[src/hw/irq_resp_pkg.sv]
// Shared types and constants for the interrupt response timing block.
package irq_resp_pkg;

  // ==========================================================================
  // Status word fields seen from the core.
  // ==========================================================================
  typedef struct packed {
    logic       block_bit;             // One holds off exception handling.
    logic [3:0] interrupt_mask_level;  // Requests must exceed this level.
  } cpu_status_word_t;

  // Request sources; NMI first, then level or on-chip by the higher level, a tie to the level.
  typedef enum logic [1:0] {
    SRC_NONE  = 2'h0,
    SRC_NMI   = 2'h1,
    SRC_LEVEL = 2'h2,
    SRC_PERI  = 2'h3
  } src_t;

  // Sequencer states; Gray codes along idle, decide, wait, handler.
  typedef enum logic [1:0] {
    ST_IDLE    = 2'h0,
    ST_DECIDE  = 2'h1,
    ST_WAIT    = 2'h3,
    ST_HANDLER = 2'h2
  } state_t;

  // ==========================================================================
  // Timing and addressing constants.
  // ==========================================================================
  localparam logic [31:0] HANDLER_OFFSET      = 32'h0000_0600;
  localparam logic [7:0]  HANDLER_FETCH_CYC   = 8'h05;  // Core cycles, save to fetch.
  localparam logic [7:0]  LOAD_STATUS_EXEC_CYC = 8'h07; // Longest instruction on a hit.
  localparam logic [4:0]  NMI_LEVEL           = 5'h10;  // Above any maskable level.
  localparam logic [3:0]  LEVEL_NONE          = 4'h0;   // Encoded level meaning no request.
  // Decision times in half core cycles: fixed core part plus clock multiples.
  localparam int          DEC_CORE_HALF       = 1;
  localparam int          DEC_NMI_BUS_HALF    = 1;
  localparam int          DEC_NMI_PER_HALF    = 1;
  localparam int          DEC_LVL_BUS_HALF    = 1;
  localparam int          DEC_LVL_PER_HALF    = 4;
  localparam int          DEC_PERI_PER_HALF   = 3;

endpackage : irq_resp_pkg

[src/hw/irq_resp_timing.sv]
// Interrupt decision, deferral and exception entry timing for the core.
`timescale 1ns/1ps
// Overview of operation
// - Block bit set holds requests until cleared.
// - Decision time depends on source clock mix.
// - Wait for running instruction, at most S-1.
// - Block set by instruction or exception defers.
// - Handler fetch starts five cycles after save.
// - Status load takes seven plus external waits.
// - Forward only levels above the mask level.
// - Handler address is vector base plus offset.
module irq_resp_timing #(
  parameter int BUS_DIV = 1,   // Core cycles per external bus clock period.
  parameter int PER_DIV = 1    // Core cycles per peripheral clock period.
) (
  input  wire logic                           ref_clk,
  input  wire logic                           nrst,
  input  wire logic                           nmi_req,
  input  wire logic [3:0]                     encoded_level_request,
  input  wire logic                           peri_req,
  input  wire logic [3:0]                     peri_level,
  input  wire irq_resp_pkg::cpu_status_word_t cpu_status_word,
  input  wire logic [31:0]                    vector_base,
  input  wire logic                           exec_start,
  input  wire logic [7:0]                     exec_states,
  input  wire logic                           exec_is_load_status,
  input  wire logic [7:0]                     exec_ext_wait,
  output logic                                cpu_irq,
  output logic                                instr_end,
  output logic                                exc_start,
  output logic                                fetch_start,
  output logic [31:0]                         fetch_addr,
  output irq_resp_pkg::src_t                  accepted_src
);
  import irq_resp_pkg::*;

  // ==========================================================================
  // Decision delays, rounded up to whole core cycles.
  // ==========================================================================
  localparam int  NMI_HALF  = DEC_CORE_HALF + DEC_NMI_BUS_HALF * BUS_DIV
                              + DEC_NMI_PER_HALF * PER_DIV;
  localparam int  LVL_HALF  = DEC_CORE_HALF + DEC_LVL_BUS_HALF * BUS_DIV
                              + DEC_LVL_PER_HALF * PER_DIV;
  localparam int  PERI_HALF = DEC_CORE_HALF + DEC_PERI_PER_HALF * PER_DIV;
  localparam logic [7:0] NMI_DEC_CYC  = 8'((NMI_HALF + 1) / 2);
  localparam logic [7:0] LVL_DEC_CYC  = 8'((LVL_HALF + 1) / 2);
  localparam logic [7:0] PERI_DEC_CYC = 8'((PERI_HALF + 1) / 2);

  // ==========================================================================
  // State.
  // ==========================================================================
  state_t      state;        // Sequencer state.
  state_t      next_state;   // Sequencer next state.
  logic [7:0]  dec_cnt;      // Cycles left in the priority decision.
  logic [7:0]  fetch_cnt;    // Cycles left before the handler fetch.
  logic [7:0]  exec_cnt;     // Cycles left in the running instruction.
  logic        block_hold;   // Block set by our own exception entry.
  src_t        cand_src;     // Source chosen when the decision began.

  // ==========================================================================
  // Source selection and mask comparison.
  // ==========================================================================
  wire         lvl_req   = (encoded_level_request != LEVEL_NONE);
  wire         any_req   = nmi_req | lvl_req | peri_req;
  wire         lvl_wins  = lvl_req & (!peri_req | (encoded_level_request >= peri_level));
  wire src_t   sel_src   = nmi_req  ? SRC_NMI :
                           lvl_wins ? SRC_LEVEL :
                           peri_req ? SRC_PERI : SRC_NONE;
  wire [4:0]   sel_level = (cand_src == SRC_NMI)   ? NMI_LEVEL :
                           (cand_src == SRC_LEVEL) ? {1'b0, encoded_level_request} :
                           (cand_src == SRC_PERI)  ? {1'b0, peri_level} : 5'h00;
  // Strictly greater than the mask; equal levels stay pending.
  wire         above_mask = sel_level > {1'b0, cpu_status_word.interrupt_mask_level};
  wire [7:0]   sel_dec_cyc = (sel_src == SRC_NMI)   ? NMI_DEC_CYC :
                             (sel_src == SRC_LEVEL) ? LVL_DEC_CYC : PERI_DEC_CYC;

  // ==========================================================================
  // Instruction length and boundary.
  // ==========================================================================
  // The status load is charged its fixed count plus the external waits.
  wire [7:0]   start_len = exec_is_load_status ? 8'(LOAD_STATUS_EXEC_CYC + exec_ext_wait)
                                               : exec_states;
  wire         at_end    = (exec_cnt == 8'h01);
  // The live block bit may lag our own entry, so both are honoured.
  wire         blocked   = cpu_status_word.block_bit | block_hold;
  wire         take_now  = (state == ST_WAIT) & at_end & !blocked;
  wire         dec_done  = (state == ST_DECIDE) & (dec_cnt == 8'h01);

  // Next-state logic for the entry sequence.
  always_comb
  begin
    next_state = state;
    unique case (state)
      ST_IDLE:    if (any_req) next_state = ST_DECIDE;
      ST_DECIDE:  if (dec_done) next_state = above_mask ? ST_WAIT : ST_IDLE;
      ST_WAIT:    if (take_now) next_state = ST_HANDLER;
                  else if (!above_mask) next_state = ST_IDLE;
      ST_HANDLER: if (fetch_cnt == 8'h01) next_state = ST_IDLE;
    endcase
  end

  // Sequencer state and decision counter.
  always_ff @(posedge ref_clk or negedge nrst)
  begin
    if (!nrst)
    begin
      state    <= ST_IDLE;
      dec_cnt  <= 8'h00;
      cand_src <= SRC_NONE;
    end
    else
    begin
      state <= next_state;
      if (state == ST_IDLE && any_req)
      begin
        dec_cnt  <= sel_dec_cyc;
        cand_src <= sel_src;
      end
      else if (dec_cnt != 8'h00)
        dec_cnt <= dec_cnt - 8'h01;
    end
  end

  // Running-instruction counter; a new start reloads it.
  always_ff @(posedge ref_clk or negedge nrst)
  begin
    if (!nrst)
      exec_cnt <= 8'h00;
    else if (exec_start)
      exec_cnt <= start_len;
    else if (exec_cnt != 8'h00)
      exec_cnt <= exec_cnt - 8'h01;
  end

  // Own block flag: set by entry, released at an end outside the handler state with the bit clear.
  always_ff @(posedge ref_clk or negedge nrst)
  begin
    if (!nrst)
      block_hold <= 1'b0;
    else if (take_now)
      block_hold <= 1'b1;
    else if (at_end && !cpu_status_word.block_bit && state != ST_HANDLER)
      block_hold <= 1'b0;
  end

  // Handler fetch countdown from the status and counter save.
  always_ff @(posedge ref_clk or negedge nrst)
  begin
    if (!nrst)
      fetch_cnt <= 8'h00;
    else if (take_now)
      fetch_cnt <= HANDLER_FETCH_CYC;
    else if (fetch_cnt != 8'h00)
      fetch_cnt <= fetch_cnt - 8'h01;
  end

  // ==========================================================================
  // Registered outputs.
  // ==========================================================================
  always_ff @(posedge ref_clk or negedge nrst)
  begin
    if (!nrst)
    begin
      cpu_irq      <= 1'b0;
      instr_end    <= 1'b0;
      exc_start    <= 1'b0;
      fetch_start  <= 1'b0;
      fetch_addr   <= 32'h0000_0000;
      accepted_src <= SRC_NONE;
    end
    else
    begin
      instr_end   <= at_end;
      exc_start   <= take_now;
      fetch_start <= (state == ST_HANDLER) & (fetch_cnt == 8'h01);
      cpu_irq     <= (next_state == ST_WAIT);
      if (take_now)
      begin
        accepted_src <= cand_src;
        fetch_addr   <= vector_base + HANDLER_OFFSET;
      end
    end
  end

  // ==========================================================================
  // Checks.
  // ==========================================================================
  // Longest unblocked wait: the instruction counter cannot hold more than this.
  localparam int WAIT_MAX = 255;

  property p_block_holds;
    @(posedge ref_clk) disable iff (!nrst) cpu_status_word.block_bit |=> !exc_start;
  endproperty
  a_block_holds: assert property (p_block_holds) else $error("entry while blocked");

  property p_decide_nmi;
    @(posedge ref_clk) disable iff (!nrst)
      (state == ST_IDLE && nmi_req) |=> (dec_cnt == NMI_DEC_CYC);
  endproperty
  a_decide_nmi: assert property (p_decide_nmi) else $error("wrong nmi decision time");

  property p_decide_len;
    @(posedge ref_clk) disable iff (!nrst)
      (state == ST_IDLE && any_req && !nmi_req && lvl_wins) |=> (dec_cnt == LVL_DEC_CYC);
  endproperty
  a_decide_len: assert property (p_decide_len) else $error("wrong level decision time");

  property p_wait_bound;
    @(posedge ref_clk) disable iff (!nrst)
      (state == ST_WAIT && !blocked && exec_cnt != 8'h00) |-> ##[1:WAIT_MAX] exc_start;
  endproperty
  a_wait_bound: assert property (p_wait_bound) else $error("wait overran instruction");

  property p_entry_at_break;
    @(posedge ref_clk) disable iff (!nrst) exc_start |-> instr_end;
  endproperty
  a_entry_at_break: assert property (p_entry_at_break) else $error("entry off a break");

  property p_no_reentry;
    @(posedge ref_clk) disable iff (!nrst) exc_start |=> !exc_start [*5];
  endproperty
  a_no_reentry: assert property (p_no_reentry) else $error("entry not deferred");

  property p_fetch_five;
    @(posedge ref_clk) disable iff (!nrst) exc_start |-> ##5 fetch_start;
  endproperty
  a_fetch_five: assert property (p_fetch_five) else $error("fetch not five cycles on");

  property p_load_len;
    @(posedge ref_clk) disable iff (!nrst)
      (exec_start && exec_is_load_status && exec_ext_wait == 8'h00)
      ##1 !exec_start [*7] |-> ##1 instr_end;
  endproperty
  a_load_len: assert property (p_load_len) else $error("status load length wrong");

  property p_mask_cmp;
    @(posedge ref_clk) disable iff (!nrst)
      (dec_done && !above_mask) |=> !cpu_irq;
  endproperty
  a_mask_cmp: assert property (p_mask_cmp) else $error("masked request forwarded");

  property p_vector;
    @(posedge ref_clk) disable iff (!nrst)
      take_now |=> (fetch_addr == $past(vector_base) + HANDLER_OFFSET);
  endproperty
  a_vector: assert property (p_vector) else $error("bad handler address");

  c_nmi_entry:  cover property (@(posedge ref_clk) disable iff (!nrst)
                                exc_start && cand_src == SRC_NMI);
  c_lvl_entry:  cover property (@(posedge ref_clk) disable iff (!nrst)
                                exc_start && cand_src == SRC_LEVEL);
  c_peri_entry: cover property (@(posedge ref_clk) disable iff (!nrst)
                                exc_start && cand_src == SRC_PERI);
  c_deferred:   cover property (@(posedge ref_clk) disable iff (!nrst)
                                state == ST_WAIT && at_end && blocked);

endmodule : irq_resp_timing

[config.mk]
export PLATFORM = sky130hd
export DESIGN_NAME = irq_resp_timing
export DESIGN_NICKNAME = d
export VERILOG_FILES = /design/src/hw/irq_resp_pkg.sv /design/src/hw/irq_resp_timing.sv
export SDC_FILE = /design/constraint.sdc
export NUM_CORES = 1
export LEC_CHECK = 0
export BUFFER_PORTS_ARGS = -buffer_cell sky130_fd_sc_hd__buf_2
export CELL_PAD_IN_SITES_DETAIL_PLACEMENT = 2
export CELL_PAD_IN_SITES_GLOBAL_PLACEMENT = 2
export CORE_MARGIN = 1
export CORE_UTILIZATION = 31
export CTS_CLUSTER_DIAMETER = 40
export DETAILED_ROUTE_END_ITERATION = 16
export GPL_ROUTABILITY_DRIVEN = 0
export PLACE_DENSITY_LB_ADDON = 0.1
export SETUP_SLACK_MARGIN = 0.1
export SLEW_MARGIN = 25
export SYNTH_ARGS = -nofsm -noshare
export SYNTH_HDL_FRONTEND = slang
export SYNTH_SLANG_ARGS = --single-unit
[constraint.sdc]
create_clock -name ref_clk -period 2.3 [get_ports ref_clk]
set_input_delay 0.115 -clock ref_clk [delete_from_list [all_inputs] [get_ports ref_clk]]
set_output_delay 0.115 -clock ref_clk [all_outputs]
set_load 0.01 [all_outputs]
# --- Yosys cells after proc, flatten, opt, wreduce, memory -nomap -nowiden ---
# Index checks and enable logic that the tools add are counted.
totals:
  elab_cells: 80
  regBits: 67
  output_inout_bits: 38
op_classes:
  n_bitwise: 9
  eq_ne: 13
  n_lt_le_gt_ge: 2
  mux: 24
  reduce_logical: 15
  add_sub_neg: 5
op_table:
  columns: ["operator", "count"]
  rows:
  - ["$mux 8", 7]
  - ["$add 32x11->32 const B", 1]
  - ["$eq 8x1->1 const B", 3]
  - ["$reduce_bool 8->1", 3]
  - ["$sub 8x1->8 const B", 3]
  - ["$mux 2", 9]
  - ["$eq 2x2->1 const B", 6]
  - ["$add 3x8->8 const A", 1]
  - ["$mux 4", 2]
  - ["$pmux 2 s4", 1]
  - ["$reduce_bool 2->1", 4]
  - ["$eq 2x1->1 const B", 3]
  - ["$and 1x1->1", 5]
  - ["$gt 5x4->1", 1]
  - ["$mux 5", 1]
  - ["$ge 4x4->1", 1]
  - ["$mux 1", 4]
  - ["$or 1x1->1", 4]
  - ["$reduce_bool 4->1", 1]
  - ["$logic_and 1x1->1", 3]
  - ["$logic_not 1->1", 3]
  - ["$logic_not 2->1", 1]
  - ["$ne 2x2->1 const B", 1]

# --- Logic depth before layout (Yosys ltp) ---
# Gate-level depths: netlist (run 1).
logic_depth:
  depth_word: 9
  ltp_mapped: 10

# --- Worst setup path after synthesis (run 1) ---
# OpenSTA, ideal clock, no wires.
synth_path:
  path_type: "reg2reg"
  from: "register cand_src[0]"
  to: "register cpu_irq"
  arrival_ns: 1.955
  setup_time_ns: 0.144
  setup_slack_ns: 0.202
  synth_period_minus_slack_ns: 2.098
  path_stages_with_launch: 10
  required_time_ns: 2.156
  path_cell_list: "dfrtp_1 clkbuf_1 mux2i_1 nor2_1 ha_1 nor2b_1 o2111ai_1 nand3_1 a311oi_1 a211oi_1"
synth_via:
  elab_chain_len: 9
  elab_cells_between_ends: 13
  classes_between: "order compare (1); eq/ne (4); mux (8)"
synth_rtl:
  columns: ["item", "line", "text"]
  rows:
  - ["from (decl)", "irq_resp_timing.sv:58", "src_t cand_src;"]
  - ["from (signal assigned)", "irq_resp_timing.sv:117", "cand_src <= sel_src;"]
  - ["$eq 2x2->1", "irq_resp_timing.sv:71", "(cand_src == SRC_PERI) ? {1'b0, peri_level} : 5'h00;"]
  - ["$mux 4", "irq_resp_timing.sv:71", null]
  - ["$mux 4", "irq_resp_timing.sv:70", "(cand_src == SRC_LEVEL) ? {1'b0, encoded_level_request} :"]
  - ["$mux 5 *", "irq_resp_timing.sv:69", "wire [4:0] sel_level = (cand_src == SRC_NMI) ? NMI_LEVEL :"]
  - ["$gt 5x4->1 *", "irq_resp_timing.sv:73", "wire above_mask = sel_level > {1'b0, cpu_status_word.interrupt_mask_level};"]
  - ["$mux 2, on equally long branches", "irq_resp_timing.sv:97, irq_resp_timing.sv:95", null]
  - ["$mux 2, on equally long branches", "irq_resp_timing.sv:96, irq_resp_timing.sv:95", null]
  - ["$pmux 2 s4 *", "irq_resp_timing.sv:93", "unique case (state)"]
  - ["$eq 2x2->1 *", "irq_resp_timing.sv:176", "cpu_irq <= (next_state == ST_WAIT);"]
  - ["to (signal assigned)", "irq_resp_timing.sv:176", null]
  - ["to (decl)", "irq_resp_timing.sv:28", "output logic cpu_irq,"]
# Every way passes the cells marked *; elsewhere a longest branch is shown, timed or not.
# A chain may end at the register's enable or synchronous reset.

# --- Worst setup path after layout (run 1) ---
# Ends and elaborated chain as after synthesis.

==> metrics.md, run 1 <==
| Metric | Value |
|---|---|
| Outcome | `finished, final reports clean` |
| Crit Path Max Fanout | `4` |
| Max Cap Violations | `0` |
| Via density | `5.05` |
| H-tree levels | `3` |
| Leak | `2.39 nW` |
| Worst clock skew | `6.73 ps` |
| Worst Path Required | `2500 ps` |
| Die footprint | `12700 sq um` |
| Antenna cells | `0` |
| Worst-path clk slew | `60 ps` |
| Critical path class | `reg2reg` |
| Setup_tns | `0 ps` |
| Initial Util | `32.5%` |
| Clock Latency Late Sink | `340 ps` |
| Via count of the first global-routing pass | `3771` |
| Startpoint Class | `register` |
| Post-synth EDFFs | `0` |
| Final #Nets | `623` |
| Commonest non-fill, non-tap cell in the layout | `buf_2` |
| Slew @ Worst Pin | `654 ps` |
| Synth Register Bits | `67` |
| Number of setup buffers added after CTS | `0` |
| Clock tree buffer depth | `2` |
| First-pass GRT wire length | `18700 um` |
| Fillcell total | `1299` |
| Syn Area/Cell | `8.99 sq um` |
| Post-Synthesis Cells | `421` |
| CTS sink cnt | `67` |
| FF+latch area | `1680 sq um` |
| Final Max Tran Viols | `0` |
| HPWL Detailed | `8250 um` |
| ANT nets after route | `0` |
| CP Capture Type | `register` |
| Die height | `112 um` |
| Main synth FF type | `dfrtp_1` |
| Layout cell share with drive strength beyond 1 | `25.9%` |
| IO Count | `105` |
| Tmin final | `2150 ps` |
| Multi-input gate area | `1970 sq um` |
| Post-Route WL | `11200 um` |
| Share of the synthesized area in the top cell type | `44.3%` |
| Largest cells by area after synthesis | `dfrtp_1, nand2_1, xnor2_1` |
| Die W | `112 um` |
| Core region area | `11700 sq um` |
| Seq/Total Area, Yosys | `44.3%` |
| Worst hold path type | `in2reg` |
| P&R area growth vs syn | `30.0%` |
| RSZ-0062 raised after global routing | `true` |
| Crit path DAT | `2350 ps` |
| Final Setup Violations | `0` |
| Ys async rst share | `100%` |
| Core Util, Final | `42.2%` |
| Number of vias in the routed layout | `3476` |
| Post-DR wirelength/cell | `16.3 um` |
| Synth Net Count | `504` |
| Maximum vdd drop | `0.227 mV` |
| Largest area contributor in the netlist | `dfrtp_1` |
| Congestion Overflow GR | `0` |
| Fmax | `0.465 GHz` |
| CTS tree | `built` |
| Max transition margin | `56.0%` |
| FP Rows | `39` |
| # port buffers | `104` |
| Largest net degree at the start of global routing | `68` |
| Cell variety after synth | `50` |
| Clock Tree Root | `clkbuf_16` |
| Total power draw | `0.00294 W` |
| PD cells | `599 nW/um^2` |
| Final hold violation count | `0` |
| Num CTS Buffers | `9` |
| Antenna violations before repair | `0` |
| Starting DRC count in detailed routing | `90` |
| Synthesis warning total | `0` |
| Worst reg-to-reg setup slack | `150 ps` |
| Drt drc | `0` |
| Total track usage | `19.0%` |
| Mapped Area | `3780 sq um` |
| Commonest non-fill, non-tap cells in the layout | `buf_2, nand2_1, dfrtp_1` |
| Fin crit share | `93.5%` |
| 1st-pass router iterations | `4` |
==> power by group <==
group | leakage, nW | internal [W] | switching (W)
clock network | 0.144 | 0.000846 | 0.000536
logic | 1.39 | 0.000152 | 0.000175
registers | 0.856 | 0.00120 | 0.0000331
==> critical path, stage by stage (launching register included) <==
cell and delay, ps:
dfrtp_2 410, mux2i_1 200, nor2_1 60, ha_1 310, nor2b_1 150, o2111ai_1 240
nand3_1 190, a311oi_2 360, a211oi_1 90
==> through the flow <==
stage          hold slack [ps]  setup WS (ps)  instance area [sq um]  std cells
2_1_floorplan             -181            202                   3780        421
6_report                  34.0            149                   4920        688
5_1_grt                   34.1           70.3                   4920        688
4_1_cts                   24.4            114                   4910        688
3_3_place_gp               173            271                   4510        662
3_5_place_dp               178           92.8                   4510        662
==> synthesized netlist by cell type, drive strengths merged, types with 5 or more instances <==
| cell type | number |
|---|---|
| clkbuf | 11 |
| nor4 | 6 |
| dfrtp | 67 |
| ha | 16 |
| o21ai | 34 |
| nand4 | 5 |
| xor2 | 12 |
| nand2 | 78 |
| nand3 | 14 |
| nor2 | 32 |
| a21oi | 13 |
| mux2i | 8 |
| nor3 | 11 |
| xnor2 | 25 |
| nand2b | 7 |
| inv | 24 |
==> path summary, 6_finish.rpt <==
path / from / endpoint / depth (start not counted)
hold reg to reg: fetch_addr[4] / fetch_addr[4] / 2
setup reg to reg: cand_src[0] / cpu_irq / 8
hold / removal: vector_base[9] / fetch_addr[9] / 2
setup / recovery: cand_src[0] / cpu_irq / 8
min in group asynchronous: nrst / fetch_cnt[1] / 3
max in group asynchronous: nrst / cand_src[0] / 3
==> repair_timing <==
item	in CTS	in global routing
endpoints found under the setup margin	1	23
hold endpoints to repair	76	0
gates resized for setup	1	3
hold buffers	10	0
==> flip-flops by register name (all words and copies together) (netlist names) <==
register,cells
accepted_src,2
block_hold,1
cand_src,2
cpu_irq,1
dec_cnt,8
exc_start,1
exec_cnt,8
fetch_addr,32
fetch_cnt,8
fetch_start,1
instr_end,1
state,2
==> layout make-up <==
cell class / instances / share of cell area, %
Multi-Input combinational cell: 316 / 40.0
Sequential cell: 67 / 34.1
Timing Repair Buffer: 121 / 14.2
Clock buffer: 13 / 5.70
Tap cell: 143 / 3.64
Inverter: 25 / 1.93
Clock inverter: 3 / 0.407
==> metal layers <==
layer | global-route usage (%) | up-vias | wire [um]
li1 | - | 1677 | -
met1 | 22.0 | 1728 | 4820
met2 | 33.5 | 61 | 5700
met3 | 5.13 | 10 | 532
met4 | 7.20 | 0 | 138
met5 | 0 | - | 0
==> cells by family after synthesis <==
family          count (synthesis)  synth area share, %
fa+ha+maj                      16                 5.29
xor+xnor                       37                 8.56
buf+inv                        38                 3.93
flops                          67                 44.3
simple gates                  180                 23.5
mux                            10                 2.71
compound gates                 73                 11.7
No activity file was read; power rests on OpenSTA's default activity.
==> run 2: changes to the inputs <==
--- a/config.mk
+++ b/config.mk
@@ -9,7 +9,7 @@
 export CELL_PAD_IN_SITES_DETAIL_PLACEMENT = 2
 export CELL_PAD_IN_SITES_GLOBAL_PLACEMENT = 2
 export CORE_MARGIN = 1
-export CORE_UTILIZATION = 31
+export CORE_UTILIZATION = 33
 export CTS_CLUSTER_DIAMETER = 40
 export DETAILED_ROUTE_END_ITERATION = 16
 export GPL_ROUTABILITY_DRIVEN = 0
==> constraint.sdc (replaced) <==
create_clock -name ref_clk -period 2.76 [get_ports ref_clk]
set_input_delay 0.138 -clock ref_clk [delete_from_list [all_inputs] [get_ports ref_clk]]
set_output_delay 0.138 -clock ref_clk [all_outputs]
set_load 0.01 [all_outputs]
==> run 2 against run 1 <==
Net effect:
- global-route usage up 1.4 points
- critical path type unchanged
- wire length up 0.81%
- non-clock buffer count fell by 8
- register-to-register slack improved by 350 ps
- sequential power fell by 17%
- fmax is 4.9% lower
- cell count shrank 1.6%
- utilization rose by 1.5 points
- die area shrank 6.0%
==> metrics.md, run 2 (synthesis gave the netlist of run 1 again) <==
| Metric | Value |
|---|---|
| Layout cell share with drive strength beyond 1 | `25.1% (-0.73 points)` |
| Dpl ws | `509 ps (+416 ps)` |
| Setup slack after layout | `499 ps (+350 ps)` |
| Seq pwr share | `42.2% (+0.3 points)` |
| P_sw | `0.000605 W (-19%)` |
| HPWL Detailed | `8480 um (+2.7%)` |
| Tmin final | `2260 ps (+110 ps)` |
| Die W | `109 um (-3.0%)` |
| IO Count | `105 (unchanged)` |
| Largest net degree at the start of global routing | `61 (-10%)` |
| Int Pwr | `0.00184 W (-16%)` |
| Worst clock skew | `5.17 ps (-1.56 ps)` |
| Max reg flops | `32 (unchanged)` |
| Clock Latency Late Sink | `330 ps (about the same)` |
| Final hold violation count | `0 (unchanged)` |
| Final #Nets | `615 (-1.3%)` |
| CP delay by family, top | `simple AND/OR/NAND/NOR gates` |
| Congestion Overflow GR | `0 (unchanged)` |
| Final Max Tran Viols | `0 (unchanged)` |
| ANT nets after route | `0 (unchanged)` |
| Fin crit share | `81.9% (-12 points)` |
| Crit Path Max Fanout | `60 (+56)` |
| Biggest register | `fetch_addr` |
| Post-CTS sizing | `0 (-1)` |
| Total track usage | `20.4% (+1.4 points)` |
| Worst reg-to-reg setup slack | `500 ps (+350 ps)` |
| P&R area growth vs syn | `26.8%` |
| Worst R2R Start | `exec_cnt[1]` |
| Startpoint Class | `register` |
| First-pass GRT wire length | `18500 um (-1.4%)` |
| Max Cap Violations | `0 (unchanged)` |
| Fmax | `0.442 GHz (-4.9%)` |
| Num CTS Buffers | `9 (unchanged)` |
| Commonest non-fill, non-tap cells in the layout | `buf_2, nand2_1, dfrtp_1` |
| Antenna cells | `0 (unchanged)` |
| Clock Power Share | `47.1% (+0.2 points)` |
| Sw frac | `24.8% (-0.53 points)` |
| Core Util, Final | `43.7% (+1.5 points)` |
| Die height | `109 um (-3.0%)` |
| Critical path class | `reg2reg` |
| H-tree levels | `3 (unchanged)` |
| Area after DPL | `4460 sq um (-0.97%)` |
| RSZ-0062 raised after global routing | `false` |
| Setup_tns | `0 ps (unchanged)` |
| Maximum vdd drop | `0.288 mV (+27%)` |
| Leak | `2.34 nW (-1.9%)` |
| 1st-pass router iterations | `3 (-1)` |
| Post-Route WL | `11300 um (+0.81%)` |
| Commonest non-fill, non-tap cell in the layout | `buf_2` |
| Worst-case reg-to-reg path depth | `8 (unchanged)` |
| Worst-path cell chain | `inv_1 > ha_1 > or4b_1 > nor3_4 > nand3_4 > buf_4 > nand2_1 > o21ai_0` |
| Final Setup Violations | `0 (unchanged)` |
| Via density | `5.11 (+1.1%)` |
| Crit-path max cell delay | `520 ps (+110 ps)` |
| Die footprint | `11900 sq um (-6.0%)` |
| Post-DR wirelength/cell | `16.7 um (+2.5%)` |
| Worst hold path type | `in2reg` |
| DP Cell Count | `657 (-0.76%)` |
| Drt drc | `0 (unchanged)` |
| Antenna violations before repair | `0 (unchanged)` |
| Logic pwr share | `10.8% (-0.3 points)` |
| FP Rows | `38 (-2.6%)` |
| Slew @ Worst Pin | `623 ps (-31.2 ps)` |
| Worst Path Required | `2940 ps (+440 ps)` |
| Worst Hold Depth | `3 (+1)` |
| CP max-delay cell | `or4b_1` |
| CP Depth | `8 (unchanged)` |
| CP Capture Type | `register` |
| Clock tree buffer depth | `2 (unchanged)` |
| Initial Util | `34.5% (+2.0 points)` |
| WHS Endpoint | `fetch_addr[8]` |
| Starting DRC count in detailed routing | `90 (unchanged)` |
| FF-to-FF End | `fetch_addr[23]` |
| Number of setup buffers added after CTS | `0 (unchanged)` |
| CTS sink cnt | `67 (unchanged)` |
| PD cells | `509 nW/um^2 (-15%)` |
| CTS tree | `built` |
| Core region area | `11000 sq um (-5.8%)` |
| Crit path DAT | `2440 ps (+90 ps)` |
| Worst-path clk slew | `60 ps (about the same)` |
| Clock Tree Root | `clkbuf_16` |
| Via count of the first global-routing pass | `3775 (+0.11%)` |
| Post-Layout Cell Count | `677 (-1.6%)` |
| Number of vias in the routed layout | `3458 (-0.52%)` |
| Hold Startpoint | `vector_base[8]` |
| Post-CTS Hold Buffers | `4 (-6)` |
| Fin area | `4800 sq um (-2.4%)` |
| Outcome | `finished, final reports clean` |
| # port buffers | `104 (unchanged)` |
| Max transition margin | `58.5% (+2.4 points)` |
| WP buf/inv | `2 (+2)` |
## run 2: area by class of cell
cell class	count	area, sq um
Sequential cell	67	1680
Inverter	25	95.1
Fill cell	1246	6180
Clock buffer	11	243
Multi-Input combinational cell	316	1960
Timing Repair Buffer	113	598
Tap cell	140	175
Clock inverter	5	52.6
## run 2: how the worst max path moves through the flow
stage	start	endpoint	slack, ps
after CTS	exec_cnt[1]	fetch_addr[23]	460
after detailed placement	exec_cnt[1]	fetch_addr[23]	510
after global placement	exec_cnt[1]	fetch_addr[28]	650
after global routing	exec_cnt[1]	fetch_addr[23]	350
final	exec_cnt[1]	fetch_addr[23]	500
after floorplan	cand_src[0]	cpu_irq	660
## run 2: through the flow
stage / hold WS, ps / power [W]
floorplan: -158 / 0.00117
global placement: 181 / 0.00129
detailed placement: 199 / 0.00131
CTS: 0.432 / 0.00248
global route: 2.68 / 0.00256
finish: 9.38 / 0.00245
## run 2: worst min-delay path: stages
cell and delay (ps):
buf_2 70, nand2_1 40, nand2_1 50
## run 2: power by group through the flow
stage	Clock (W)	Combinational (W)	Sequential [W]
finish	0.00115	0.000263	0.00103
global route	0.00123	0.000296	0.00103
CTS	0.00118	0.000271	0.00103
global placement	0	0.000247	0.00104
floorplan	0	0.000134	0.00104
detailed placement	0	0.000259	0.00105
## run 2: layer usage
layer | track usage (%) | share of wire (%) | vias to the layer above
met5 | 0 | 0 | -
met4 | 5.21 | 0.69 | 0
met3 | 6.46 | 4.5 | 5
met2 | 37.8 | 55 | 54
met1 | 22.3 | 40 | 1734
li1 | - | - | 1665
